--- src/include/lrt_defs.svh ---
// offsets, reset values, field positions and timing counts for the tracking parameter bank
`ifndef LRT_DEFS_SVH
`define LRT_DEFS_SVH

`define LRT_ADDR_CTRL 8'h48
`define LRT_ADDR_PER_HI 8'h6A
`define LRT_ADDR_PER_LO 8'h6B
`define LRT_ADDR_POS_LIM 8'h72
`define LRT_ADDR_NEG_LIM 8'h73
`define LRT_ADDR_BRAKE 8'h78
`define LRT_ADDR_PLAY_DUR 8'h79
`define LRT_ADDR_NZC 8'h7A
`define LRT_ADDR_NORM_AMP 8'h7B
`define LRT_ADDR_OVD_AMP 8'h7C
`define LRT_ADDR_FIRST 8'h7D
`define LRT_ADDR_REPEAT 8'h7E
`define LRT_ADDR_LATER 8'h7F

`define LRT_RST_CTRL 8'h99
`define LRT_RST_PER_HI 8'h00
`define LRT_RST_PER_LO 8'h00
`define LRT_RST_POS_LIM 8'h0F
`define LRT_RST_NEG_LIM 8'hF1
`define LRT_RST_BRAKE 8'h53
`define LRT_RST_PLAY_DUR 8'h3F
`define LRT_RST_NZC 8'h1F
`define LRT_RST_NORM_AMP 8'h50
`define LRT_RST_OVD_AMP 8'h7F
`define LRT_RST_FIRST 8'h59
`define LRT_RST_REPEAT 8'h05
`define LRT_RST_LATER 8'h0F

`define LRT_CTRL_CLOSED_BIT 3
`define LRT_CTRL_TIMED_BIT 4
`define LRT_BRAKE_MSB 3
`define LRT_BRAKE_LSB 0
`define LRT_FIRST_MSB 7
`define LRT_FIRST_LSB 4

`define LRT_CLK_PERIOD_PS 10000
`define LRT_PERIOD_LSB_PS 2600
`define LRT_PLAY_UNIT_PS 666670000
`define LRT_NZC_UNIT_PS 166670000
`define LRT_PLAY_UNIT_CYC (`LRT_PLAY_UNIT_PS / `LRT_CLK_PERIOD_PS)
`define LRT_NZC_UNIT_CYC (`LRT_NZC_UNIT_PS / `LRT_CLK_PERIOD_PS)

`endif

--- src/include/lrt_pkg.sv ---
// types shared by the tracking parameter bank
package lrt_pkg;
  typedef logic [7:0] lrt_byte_t;
  typedef logic [15:0] lrt_period_t;
  typedef enum {
    LRT_R_CTRL, LRT_R_PER_HI, LRT_R_PER_LO, LRT_R_POS_LIM, LRT_R_NEG_LIM, LRT_R_BRAKE,
    LRT_R_PLAY_DUR, LRT_R_NZC, LRT_R_NORM_AMP, LRT_R_OVD_AMP, LRT_R_FIRST, LRT_R_REPEAT,
    LRT_R_LATER, LRT_R_COUNT
  } lrt_reg_t;
endpackage

--- src/hw/lrt_regs.sv ---
// byte register bank and play/crossing timers of the resonance tracking engine
`include "lrt_defs.svh"
module lrt_regs #(
  parameter int PLAY_UNIT_CYC = `LRT_PLAY_UNIT_CYC,
  parameter int NZC_UNIT_CYC = `LRT_NZC_UNIT_CYC
) (
  input wire logic I_CORE_CLK,
  input wire logic I_ARST_N,
  input wire logic i_WR_EN,
  input wire logic i_RD_EN,
  input wire lrt_pkg::lrt_byte_t i_ADDR,
  input wire lrt_pkg::lrt_byte_t i_WDATA,
  input wire logic i_PERIOD_WE,
  input wire lrt_pkg::lrt_period_t i_PERIOD_VAL,
  input wire logic i_PLAY_ACTIVE,
  input wire logic i_ZERO_CROSS,
  output lrt_pkg::lrt_byte_t o_RDATA,
  output logic o_RD_VALID,
  output logic o_CLOSED_LOOP,
  output logic o_TIMED_PLAY,
  output lrt_pkg::lrt_period_t o_PERIOD,
  output lrt_pkg::lrt_byte_t o_POS_LIMIT,
  output lrt_pkg::lrt_byte_t o_NEG_LIMIT,
  output logic [3:0] o_BRAKE_PULSES,
  output lrt_pkg::lrt_byte_t o_PLAY_DURATION,
  output lrt_pkg::lrt_byte_t o_NZC_LIMIT,
  output lrt_pkg::lrt_byte_t o_NORMAL_AMP,
  output lrt_pkg::lrt_byte_t o_OVERDRIVE_AMP,
  output logic [3:0] o_FIRST_PLAYS,
  output lrt_pkg::lrt_byte_t o_DETECT_REPEATS,
  output lrt_pkg::lrt_byte_t o_LATER_PLAYS,
  output logic o_PLAY_EXPIRED,
  output logic o_NZC_TIMEOUT
);
  import lrt_pkg::*;

  localparam int NREG = int'(LRT_R_COUNT);
  localparam int PW = $clog2(PLAY_UNIT_CYC + 1);
  localparam int NW = $clog2(NZC_UNIT_CYC + 1);
  localparam logic [PW-1:0] PLAY_LAST = PW'(PLAY_UNIT_CYC - 1);
  localparam logic [NW-1:0] NZC_LAST = NW'(NZC_UNIT_CYC - 1);

  lrt_byte_t regs [NREG];
  lrt_byte_t next_regs [NREG];
  lrt_byte_t rdata;
  lrt_byte_t next_rdata;
  logic rd_valid;
  logic next_rd_valid;
  logic hit;
  int unsigned sel;

  // address decode; unmapped bytes read zero and ignore writes
  always_comb begin
    hit = 1'b1;
    sel = 0;
    unique case (i_ADDR)
      `LRT_ADDR_CTRL: sel = int'(LRT_R_CTRL);
      `LRT_ADDR_PER_HI: sel = int'(LRT_R_PER_HI);
      `LRT_ADDR_PER_LO: sel = int'(LRT_R_PER_LO);
      `LRT_ADDR_POS_LIM: sel = int'(LRT_R_POS_LIM);
      `LRT_ADDR_NEG_LIM: sel = int'(LRT_R_NEG_LIM);
      `LRT_ADDR_BRAKE: sel = int'(LRT_R_BRAKE);
      `LRT_ADDR_PLAY_DUR: sel = int'(LRT_R_PLAY_DUR);
      `LRT_ADDR_NZC: sel = int'(LRT_R_NZC);
      `LRT_ADDR_NORM_AMP: sel = int'(LRT_R_NORM_AMP);
      `LRT_ADDR_OVD_AMP: sel = int'(LRT_R_OVD_AMP);
      `LRT_ADDR_FIRST: sel = int'(LRT_R_FIRST);
      `LRT_ADDR_REPEAT: sel = int'(LRT_R_REPEAT);
      `LRT_ADDR_LATER: sel = int'(LRT_R_LATER);
      default: hit = 1'b0;
    endcase
  end

  always_comb begin
    next_regs = regs;
    if (i_WR_EN && hit) begin
      next_regs[sel] = i_WDATA;
    end
    // engine result wins
    // engine result beats a host write in the same cycle so a fresh measurement is never lost
    if (i_PERIOD_WE) begin
      next_regs[LRT_R_PER_HI] = i_PERIOD_VAL[15:8];
      next_regs[LRT_R_PER_LO] = i_PERIOD_VAL[7:0];
    end
    next_rd_valid = i_RD_EN;
    next_rdata = rdata;
    if (i_RD_EN) begin
      next_rdata = hit ? regs[sel] : 8'h00;
    end
  end

  always_ff @(posedge I_CORE_CLK or negedge I_ARST_N) begin
    if (!I_ARST_N) begin
      regs[LRT_R_CTRL] <= `LRT_RST_CTRL;
      regs[LRT_R_PER_HI] <= `LRT_RST_PER_HI;
      regs[LRT_R_PER_LO] <= `LRT_RST_PER_LO;
      regs[LRT_R_POS_LIM] <= `LRT_RST_POS_LIM;
      regs[LRT_R_NEG_LIM] <= `LRT_RST_NEG_LIM;
      regs[LRT_R_BRAKE] <= `LRT_RST_BRAKE;
      regs[LRT_R_PLAY_DUR] <= `LRT_RST_PLAY_DUR;
      regs[LRT_R_NZC] <= `LRT_RST_NZC;
      regs[LRT_R_NORM_AMP] <= `LRT_RST_NORM_AMP;
      regs[LRT_R_OVD_AMP] <= `LRT_RST_OVD_AMP;
      regs[LRT_R_FIRST] <= `LRT_RST_FIRST;
      regs[LRT_R_REPEAT] <= `LRT_RST_REPEAT;
      regs[LRT_R_LATER] <= `LRT_RST_LATER;
      rdata <= 8'h00;
      rd_valid <= 1'b0;
    end else begin
      regs <= next_regs;
      rdata <= next_rdata;
      rd_valid <= next_rd_valid;
    end
  end

  assign o_RDATA = rdata;
  assign o_RD_VALID = rd_valid;
  assign o_CLOSED_LOOP = regs[LRT_R_CTRL][`LRT_CTRL_CLOSED_BIT];
  assign o_TIMED_PLAY = regs[LRT_R_CTRL][`LRT_CTRL_TIMED_BIT];
  assign o_PERIOD = {regs[LRT_R_PER_HI], regs[LRT_R_PER_LO]};
  assign o_POS_LIMIT = regs[LRT_R_POS_LIM];
  assign o_NEG_LIMIT = regs[LRT_R_NEG_LIM];
  assign o_BRAKE_PULSES = regs[LRT_R_BRAKE][`LRT_BRAKE_MSB:`LRT_BRAKE_LSB];
  assign o_PLAY_DURATION = regs[LRT_R_PLAY_DUR];
  assign o_NZC_LIMIT = regs[LRT_R_NZC];
  assign o_NORMAL_AMP = regs[LRT_R_NORM_AMP];
  assign o_OVERDRIVE_AMP = regs[LRT_R_OVD_AMP];
  assign o_FIRST_PLAYS = regs[LRT_R_FIRST][`LRT_FIRST_MSB:`LRT_FIRST_LSB];
  assign o_DETECT_REPEATS = regs[LRT_R_REPEAT];
  assign o_LATER_PLAYS = regs[LRT_R_LATER];

  // play timer: prescaler to whole units, then unit count against the setting
  logic [PW-1:0] play_pre;
  logic [PW-1:0] next_play_pre;
  logic [8:0] play_units;
  logic [8:0] next_play_units;
  logic play_exp;
  logic next_play_exp;
  logic play_timed;
  // limit applies in tracking or open-loop play
  assign play_timed = i_PLAY_ACTIVE && regs[LRT_R_CTRL][`LRT_CTRL_TIMED_BIT];

  always_comb begin
    next_play_pre = play_pre;
    next_play_units = play_units;
    next_play_exp = play_exp;
    if (!play_timed) begin
      next_play_pre = '0;
      next_play_units = '0;
      next_play_exp = 1'b0;
    end else if (!play_exp) begin
      if (play_pre == PLAY_LAST) begin
        next_play_pre = '0;
        next_play_units = play_units + 9'h001;
      end else begin
        next_play_pre = play_pre + PW'(1);
      end
      if (play_units >= {1'b0, regs[LRT_R_PLAY_DUR]}) begin
        next_play_exp = 1'b1;
      end
    end
  end

  // missing crossing timer, restarted by every detected crossing
  logic [NW-1:0] nzc_pre;
  logic [NW-1:0] next_nzc_pre;
  logic [8:0] nzc_units;
  logic [8:0] next_nzc_units;
  logic nzc_to;
  logic next_nzc_to;

  always_comb begin
    next_nzc_pre = nzc_pre;
    next_nzc_units = nzc_units;
    next_nzc_to = nzc_to;
    if (!i_PLAY_ACTIVE || i_ZERO_CROSS) begin
      next_nzc_pre = '0;
      next_nzc_units = '0;
      next_nzc_to = 1'b0;
    end else if (!nzc_to) begin
      if (nzc_pre == NZC_LAST) begin
        next_nzc_pre = '0;
        next_nzc_units = nzc_units + 9'h001;
      end else begin
        next_nzc_pre = nzc_pre + NW'(1);
      end
      // flag on the cycle past the setting time
      // units reach the setting once that time is used up, so the flag lands one cycle after
      if (nzc_units >= {1'b0, regs[LRT_R_NZC]}) begin
        next_nzc_to = 1'b1;
      end
    end
  end

  always_ff @(posedge I_CORE_CLK or negedge I_ARST_N) begin
    if (!I_ARST_N) begin
      play_pre <= '0;
      play_units <= 9'h000;
      play_exp <= 1'b0;
      nzc_pre <= '0;
      nzc_units <= 9'h000;
      nzc_to <= 1'b0;
    end else begin
      play_pre <= next_play_pre;
      play_units <= next_play_units;
      play_exp <= next_play_exp;
      nzc_pre <= next_nzc_pre;
      nzc_units <= next_nzc_units;
      nzc_to <= next_nzc_to;
    end
  end

  assign o_PLAY_EXPIRED = play_exp;
  assign o_NZC_TIMEOUT = nzc_to;

  period_update_a: assert property (
    @(posedge I_CORE_CLK) disable iff (!I_ARST_N)
    i_PERIOD_WE |=> o_PERIOD == $past(i_PERIOD_VAL))
    else $error("tracked period not captured");
  pos_limit_wr_a: assert property (
    @(posedge I_CORE_CLK) disable iff (!I_ARST_N)
    i_WR_EN && i_ADDR == `LRT_ADDR_POS_LIM |=> o_POS_LIMIT == $past(i_WDATA))
    else $error("positive limit write lost");
  neg_limit_wr_a: assert property (
    @(posedge I_CORE_CLK) disable iff (!I_ARST_N)
    i_WR_EN && i_ADDR == `LRT_ADDR_NEG_LIM |=> o_NEG_LIMIT == $past(i_WDATA))
    else $error("negative limit write lost");
  brake_nibble_a: assert property (
    @(posedge I_CORE_CLK) disable iff (!I_ARST_N)
    i_WR_EN && i_ADDR == `LRT_ADDR_BRAKE |=> o_BRAKE_PULSES == $past(i_WDATA[3:0]))
    else $error("brake count not from low nibble");
  play_expiry_a: assert property (
    @(posedge I_CORE_CLK) disable iff (!I_ARST_N)
    $rose(o_PLAY_EXPIRED) |-> $past(play_units) >= {1'b0, o_PLAY_DURATION} && o_TIMED_PLAY)
    else $error("play expired early");
  nzc_expiry_a: assert property (
    @(posedge I_CORE_CLK) disable iff (!I_ARST_N)
    $rose(o_NZC_TIMEOUT) |-> $past(nzc_units) >= {1'b0, o_NZC_LIMIT} && !$past(i_ZERO_CROSS))
    else $error("crossing timeout early");
  amp_levels_a: assert property (
    @(posedge I_CORE_CLK) disable iff (!I_ARST_N)
    i_WR_EN && i_ADDR == `LRT_ADDR_NORM_AMP ##1 !i_WR_EN |=> o_NORMAL_AMP == $past(i_WDATA, 2))
    else $error("normal amplitude not held");
  overdrive_amp_a: assert property (
    @(posedge I_CORE_CLK) disable iff (!I_ARST_N)
    i_WR_EN && i_ADDR == `LRT_ADDR_OVD_AMP |=> o_OVERDRIVE_AMP == $past(i_WDATA))
    else $error("overdrive amplitude write lost");
  first_plays_a: assert property (
    @(posedge I_CORE_CLK) disable iff (!I_ARST_N)
    i_WR_EN && i_ADDR == `LRT_ADDR_FIRST |=> o_FIRST_PLAYS == $past(i_WDATA[7:4]))
    else $error("first plays not from high nibble");
  repeat_cnt_a: assert property (
    @(posedge I_CORE_CLK) disable iff (!I_ARST_N)
    i_WR_EN && i_ADDR == `LRT_ADDR_REPEAT |=> o_DETECT_REPEATS == $past(i_WDATA))
    else $error("repeat count write lost");
  later_plays_a: assert property (
    @(posedge I_CORE_CLK) disable iff (!I_ARST_N)
    i_WR_EN && i_ADDR == `LRT_ADDR_LATER |=> o_LATER_PLAYS == $past(i_WDATA))
    else $error("later plays write lost");
  period_hi_wr_a: assert property (
    @(posedge I_CORE_CLK) disable iff (!I_ARST_N)
    i_WR_EN && i_ADDR == `LRT_ADDR_PER_HI && !i_PERIOD_WE
    |=> o_PERIOD[15:8] == $past(i_WDATA))
    else $error("period high byte write lost");
  loop_mode_a: assert property (
    @(posedge I_CORE_CLK) disable iff (!I_ARST_N)
    i_WR_EN && i_ADDR == `LRT_ADDR_CTRL |=> o_CLOSED_LOOP == $past(i_WDATA[3]))
    else $error("loop mode bit wrong");
  readback_a: assert property (
    @(posedge I_CORE_CLK) disable iff (!I_ARST_N)
    i_WR_EN && hit && !i_PERIOD_WE ##1 i_RD_EN && $stable(i_ADDR)
    |=> o_RD_VALID && o_RDATA == $past(i_WDATA, 2))
    else $error("readback differs from write");
  unmapped_rd_a: assert property (
    @(posedge I_CORE_CLK) disable iff (!I_ARST_N)
    i_RD_EN && !hit |=> o_RD_VALID && o_RDATA == 8'h00)
    else $error("unmapped read not zero");
endmodule

--- config.mk ---
export PLATFORM = sky130hd
export DESIGN_NAME = lrt_regs
export DESIGN_NICKNAME = d
export VERILOG_FILES = /design/src/include/lrt_pkg.sv /design/src/hw/lrt_regs.sv
export VERILOG_INCLUDE_DIRS = /design/src /design/src/include
export SDC_FILE = /design/constraint.sdc
export NUM_CORES = 1
export LEC_CHECK = 0
export BUFFER_PORTS_ARGS = -buffer_cell sky130_fd_sc_hd__buf_2
export CAP_MARGIN = 10
export CORE_ASPECT_RATIO = 0.75
export CORE_UTILIZATION = 28
export DETAILED_ROUTE_END_ITERATION = 6
export GPL_TIMING_DRIVEN = 0
export MAX_ROUTING_LAYER = met4
export SYNTH_ARGS = -nofsm -noshare
export SYNTH_HDL_FRONTEND = slang
export SYNTH_SLANG_ARGS = --single-unit
export TNS_END_PERCENT = 50
--- constraint.sdc ---
create_clock -name I_CORE_CLK -period 2.1 [get_ports I_CORE_CLK]
set_input_delay 0.42 -clock I_CORE_CLK [delete_from_list [all_inputs] [get_ports I_CORE_CLK]]
set_output_delay 0.42 -clock I_CORE_CLK [all_outputs]
set_load 0.1 [all_outputs]
* Yosys cells after proc, flatten, opt, wreduce, memory -nomap -nowiden *
Index checks and enable logic that the tools add are counted.

word-level totals
  register bits after elaboration = 165

cells by class
  add/subtract/negate cells = 4
  order comparisons = 4
  multiplexer cells = 29
  reduce and logical (&&, ||, !) cells = 10
  bitwise logic cells = 1
  equal/unequal tests = 18

operators by type and width
  cell                   count
  $bwmux 104             1
  $eq 8x7->1 const B     13
  $mux 96                1
  $mux 9                 6
  $mux 17                3
  $pmux 4 s12            1
  $mux 15                3
  $ge 33x5->1 const B    1
  $lt 33x1->1 const B    1
  $not 32->33            1
  $bmux 8 s4             1
  $demux 8 s4            1
  $mux 8                 4
  $add 9x1->9 const B    2
  $ge 9x8->1             2
  $add 17x1->17 const B  1
  $eq 17x17->1 const B   1
  $mux 16                1
  $add 15x1->15 const B  1
  $eq 15x15->1 const B   1
  $reduce_or 13->1       1
  $mux 1                 7
  $ne 2x1->1 const B     2
  $reduce_and 2->1       2
  other kinds (5)        8

* Logic depth before layout (Yosys ltp) *
  word-level depth = 10
  gate-level depth with buffers = 9
  gate-level depth less buffers = 8

* Worst setup path before layout *
OpenSTA, ideal clock, no wires.

  path kind = reg2reg
  start = register nzc_to, in the netlist o_NZC_TIMEOUT
  end = register nzc_pre[7]
  path slack = -0.046 ns
  required time = 1.979 ns
  clock period less this slack = 2.146 ns
  stages on the path, launching flop included = 6
  path buffers = 1
  arrival time = 2.025 ns
  cell sequence = dfrtp_1 and3b_1 clkbuf_1 or4b_2 xor2_1 nor2_1

on the way
  cells in the longest elaborated chain, start to end = 1

RTL lines
  what                    RTL line         RTL
  from (decl)             lrt_regs.sv:169  logic nzc_to;
  from (signal assigned)  lrt_regs.sv:209  nzc_to <= next_nzc_to;
  $ne 2x1->1 (no line)    --
  to (signal assigned)    lrt_regs.sv:207  nzc_pre <= next_nzc_pre;
  to (decl)               lrt_regs.sv:165  logic [NW-1:0] nzc_pre;

No other way between the ends.
A chain may end at the register's enable or synchronous reset.

* Worst setup path after layout *
  start = input i_ADDR[1]
  end = register rdata[0], in the netlist o_RDATA[0]

on the way
  cells in the longest elaborated chain, start to end = 7
  elaborated cells on any way between the ends = 21
  classes of those cells = eq/ne: 13; mux: 6; bitwise: 1; reduce/logical: 1

RTL lines
  what                                        RTL line         RTL
  from (decl)                                 lrt_regs.sv:11   input wire lrt_pkg::lrt_byte_t i_ADDR,
  $eq 8x7->1                                  lrt_regs.sv:56   unique case (i_ADDR)
  $pmux 4 s12                                 lrt_regs.sv:56
  $not 32->33 (implied by the code)           lrt_regs.sv:88   next_rdata = hit ? regs[sel] : 8'h00;
  $bmux 8 s4                                  lrt_regs.sv:88
  $mux 8 (implied by the code) (2 in series)  lrt_regs.sv:88
  $mux 8 (*)                                  lrt_regs.sv:88
  to (signal assigned)                        lrt_regs.sv:111  rdata <= next_rdata;
  to (decl)                                   lrt_regs.sv:45   lrt_byte_t rdata;

Every way passes the cells marked *; elsewhere a longest branch is shown, timed or not. The select of a mux whose other input is x is not followed.

==> impl_metrics.json <==
{
  "grt_overflow": 0,
  "hp-class": "in -> reg",
  "fillers": 3253,
  "period_share_pct": 102.3,
  "antenna_found_initial": 2,
  "r2r_start": "nzc_pre[0]$_DFFE_PN0P_",
  "period_needed_ns": 2.148,
  "die_h_um": 159.3,
  "hpwl_um": 21090,
  "synth_nets": 958,
  "arrival_ns": 2.47,
  "stdcell_area_um2": 11330,
  "synthDistinctLibCells": 61,
  "clock_latency_ns": 0.44,
  "min_from": "i_RD_EN",
  "clkTransAtPathRegs_ns": 0.07,
  "drive_above_1_share_pct": 42.33,
  "syn_area_um2": 9236,
  "synth_edf_count": 0,
  "ant_nets": 0,
  "yosys_warnings": 0,
  "fin_worst_skew_ns": 0.01441,
  "h-tree-depth": 4,
  "required_ns": 2.42,
  "grt_usage_pct": 17.36,
  "hold_violations": 0,
  "critPathKind": "in -> reg",
  "fmax_mhz": 465.5,
  "dr.pass1.iters": 5,
  "syn_avg_cell_area_um2": 10.30,
  "power_uw": 7760,
  "gp_congestion": 0.9265,
  "rsz0062_at_grt": "true",
  "crit_start": "i_ADDR[1]",
  "coreArea_um2": 32450,
  "slew_headroom_pct": 35.18,
  "ys_seq_elements": 165,
  "die_area_um2": 33720,
  "worstMarginPinSlew_ns": 0.9642,
  "setup_viol": 2,
  "power.density_nw_per_um2": 685.2,
  "avgRoutedWirePerCell_um": 18.44,
  "start_util_pct": 28.46,
  "drv_cap": 0,
  "chipWidth_um": 211.7,
  "ir_worst_vdd_uv": 560.6,
  "outcome": "complete, but fails checks",
  "vias_per_cell": 4.899,
  "clockBufferDepth": 2,
  "grt_pass1_vias": 7099,
  "seq_area_frac_synth_pct": 45.34,
  "fp-row-count": 57,
  "multi_input_area_um2": 4247,
  "path_max_fanout": 10,
  "syn_to_final_growth_pct": 22.62,
  "drv_slew": 0,
  "dpl_cell_area_um2": 10510,
  "ios": 140,
  "violations": "negative setup slack",
  "power_leakage_uw": 0.005335,
  "totalWireLength_um": 28030,
  "grt_start_max_net_pins": 100,
  "drtIter0Drc": 531,
  "syn-instance-count": 897,
  "crit_path_end_kind": "register",
  "cts_root_buf": "clkbuf_16",
  "start_kind": "input pin",
  "drc": 0,
  "synth-async-reset-ratio_pct": 100.0,
  "grt_first_pass_wirelength_um": 43080,
  "setup_slack_ns": -0.04834,
  "fin_nets": 1123,
  "numPortBuffers": 137,
  "cts_tree": "done",
  "cts_sinks": 165,
  "num_vias": 7447,
  "synth_ff_type": "dfrtp_1",
  "cts_made_buffers": 17,
  "area.sequential_um2": 4192
}
## routing by layer
| layer | GRT usage, % | routed length (um) | up-vias |
|---|---|---|---|
| met5 | - | 0 | - |
| met4 | 4.513 | 442 | 0 |
| met3 | 4.103 | 1670 | 24 |
| met2 | 22.61 | 11520 | 211 |
| met1 | 26.26 | 14390 | 3754 |
| li1 | - | - | 3458 |
## registers in the layout (all words and copies together) (netlist names), 9 cells and up
register    cells
nzc_pre        15
nzc_units       9
o_PERIOD       16
play_pre       17
play_units      9
regs           14
## worst paths after layout
check                                                 end  slack (ns)  cells past startpoint
max in group asynchronous            regs[60]$_DFFE_PN1P_        0.70                      3
min in group asynchronous  o_OVERDRIVE_AMP[7]$_DFFE_PN0P_        0.50                      2
min reg2reg                        o_RDATA[4]$_DFFE_PN0P_        0.51                      1
min                                  o_RD_VALID$_DFF_PN0_        0.12                      1
max reg2reg                       nzc_pre[12]$_DFFE_PN0P_        0.09                      9
max                                o_RDATA[0]$_DFFE_PN0P_       -0.05                      8
## placed cells by master (no fill, tap or decap), types with 32 or more instances in the layout
cell,instances
and3_1,32
buf_4,97
dfstp_2,47
o21ai_0,44
nand2_1,54
mux2_2,81
buf_2,148
nor2_1,71
dfrtp_1,115
## synth_stat cells, types with 3 or more instances
master | n | share of area (%)
o21ai_1 | 4 | 0.22
o22ai_1 | 10 | 0.68
and2_1 | 6 | 0.41
mux2i_1 | 18 | 2.0
nand2b_1 | 6 | 0.41
xnor2_1 | 6 | 0.57
mux2_2 | 81 | 9.9
nand4_1 | 15 | 1.0
nor4b_1 | 4 | 0.38
a32o_1 | 8 | 0.87
clkbuf_1 | 27 | 1.1
or3_1 | 7 | 0.47
or4_1 | 3 | 0.24
nand4b_1 | 3 | 0.28
ha_1 | 22 | 3.0
a211oi_1 | 24 | 2.0
and3b_1 | 3 | 0.28
inv_1 | 22 | 0.89
a21o_1 | 7 | 0.57
o221ai_1 | 16 | 1.5
nor4_1 | 12 | 0.81
nand2_1 | 55 | 2.2
and3_1 | 32 | 2.2
nor2_1 | 71 | 2.9
and4_1 | 3 | 0.28
dfrtp_1 | 118 | 32
o21ai_0 | 45 | 2.4
nor2b_1 | 6 | 0.41
and4b_1 | 3 | 0.33
a21oi_1 | 24 | 1.3
xor2_1 | 24 | 2.3
dfstp_2 | 47 | 13
buf_4 | 90 | 7.3
nand3_1 | 21 | 1.1
nor3_1 | 8 | 0.43
buf_2 | 14 | 0.76
nand3b_1 | 3 | 0.24
## kinds of logic after synthesis
logic type	count (synthesis)	synth area share (%)
compound gates	148	10.48
xor+xnor	30	2.845
fa+ha+maj	23	3.102
buf+inv	154	10.11
flops	165	45.34
mux	99	11.83
simple gates	278	16.30
## power by group
group	internal (uW)	switching, uW
Combinational	284	901
Clock	1820	1370
Sequential	3290	94.6
## critical path, cell delays in order
cell and delay, ns:
buf_2 0.14, nor2b_2 0.17, maj3_2 0.39, clkbuf_1 0.28, and3_1 0.27, a211oi_2 0.41, nor4_2 0.12, a32o_1 0.27
## timing repair
item,CTS,global route
buffers inserted,1,7
endpoints found under the hold margin,49,0
setup endpoints to repair,12,36
pin swaps,1,6
hold buffers,1,0
resized for setup,9,29
## per-stage QoR
step | hold WS (ns) | util [%] | setup WS, ns | setup TNS (ns) | instances
global route | 0.1097 | 34.89 | -0.05033 | -0.1946 | 1519
finish | 0.1172 | 34.90 | -0.04834 | -0.05823 | 1520
global placement | 0.4808 | 32.28 | -2.361 | -308.81 | 1476
CTS | 0.1040 | 34.38 | -0.006093 | -0.006093 | 1511
floorplan | 0.1244 | - | 0.1473 | 0 | 897
detailed placement | 0.4015 | 32.40 | -0.6050 | -19.12 | 1477
## layout make-up
cell class | count | share of cell area [%]
Inverter | 23 | 0.7623
Clock inverter | 11 | 1.116
Clock buffer | 21 | 4.065
Multi-Input combinational cell | 578 | 37.49
Antenna cell | 3 | 0.06628
Tap cell | 442 | 4.883
Sequential cell | 165 | 37.01
Buffer | 130 | 7.567
Timing Repair Buffer | 147 | 7.037
Note: power is estimated with default switching activity, not from simulation.
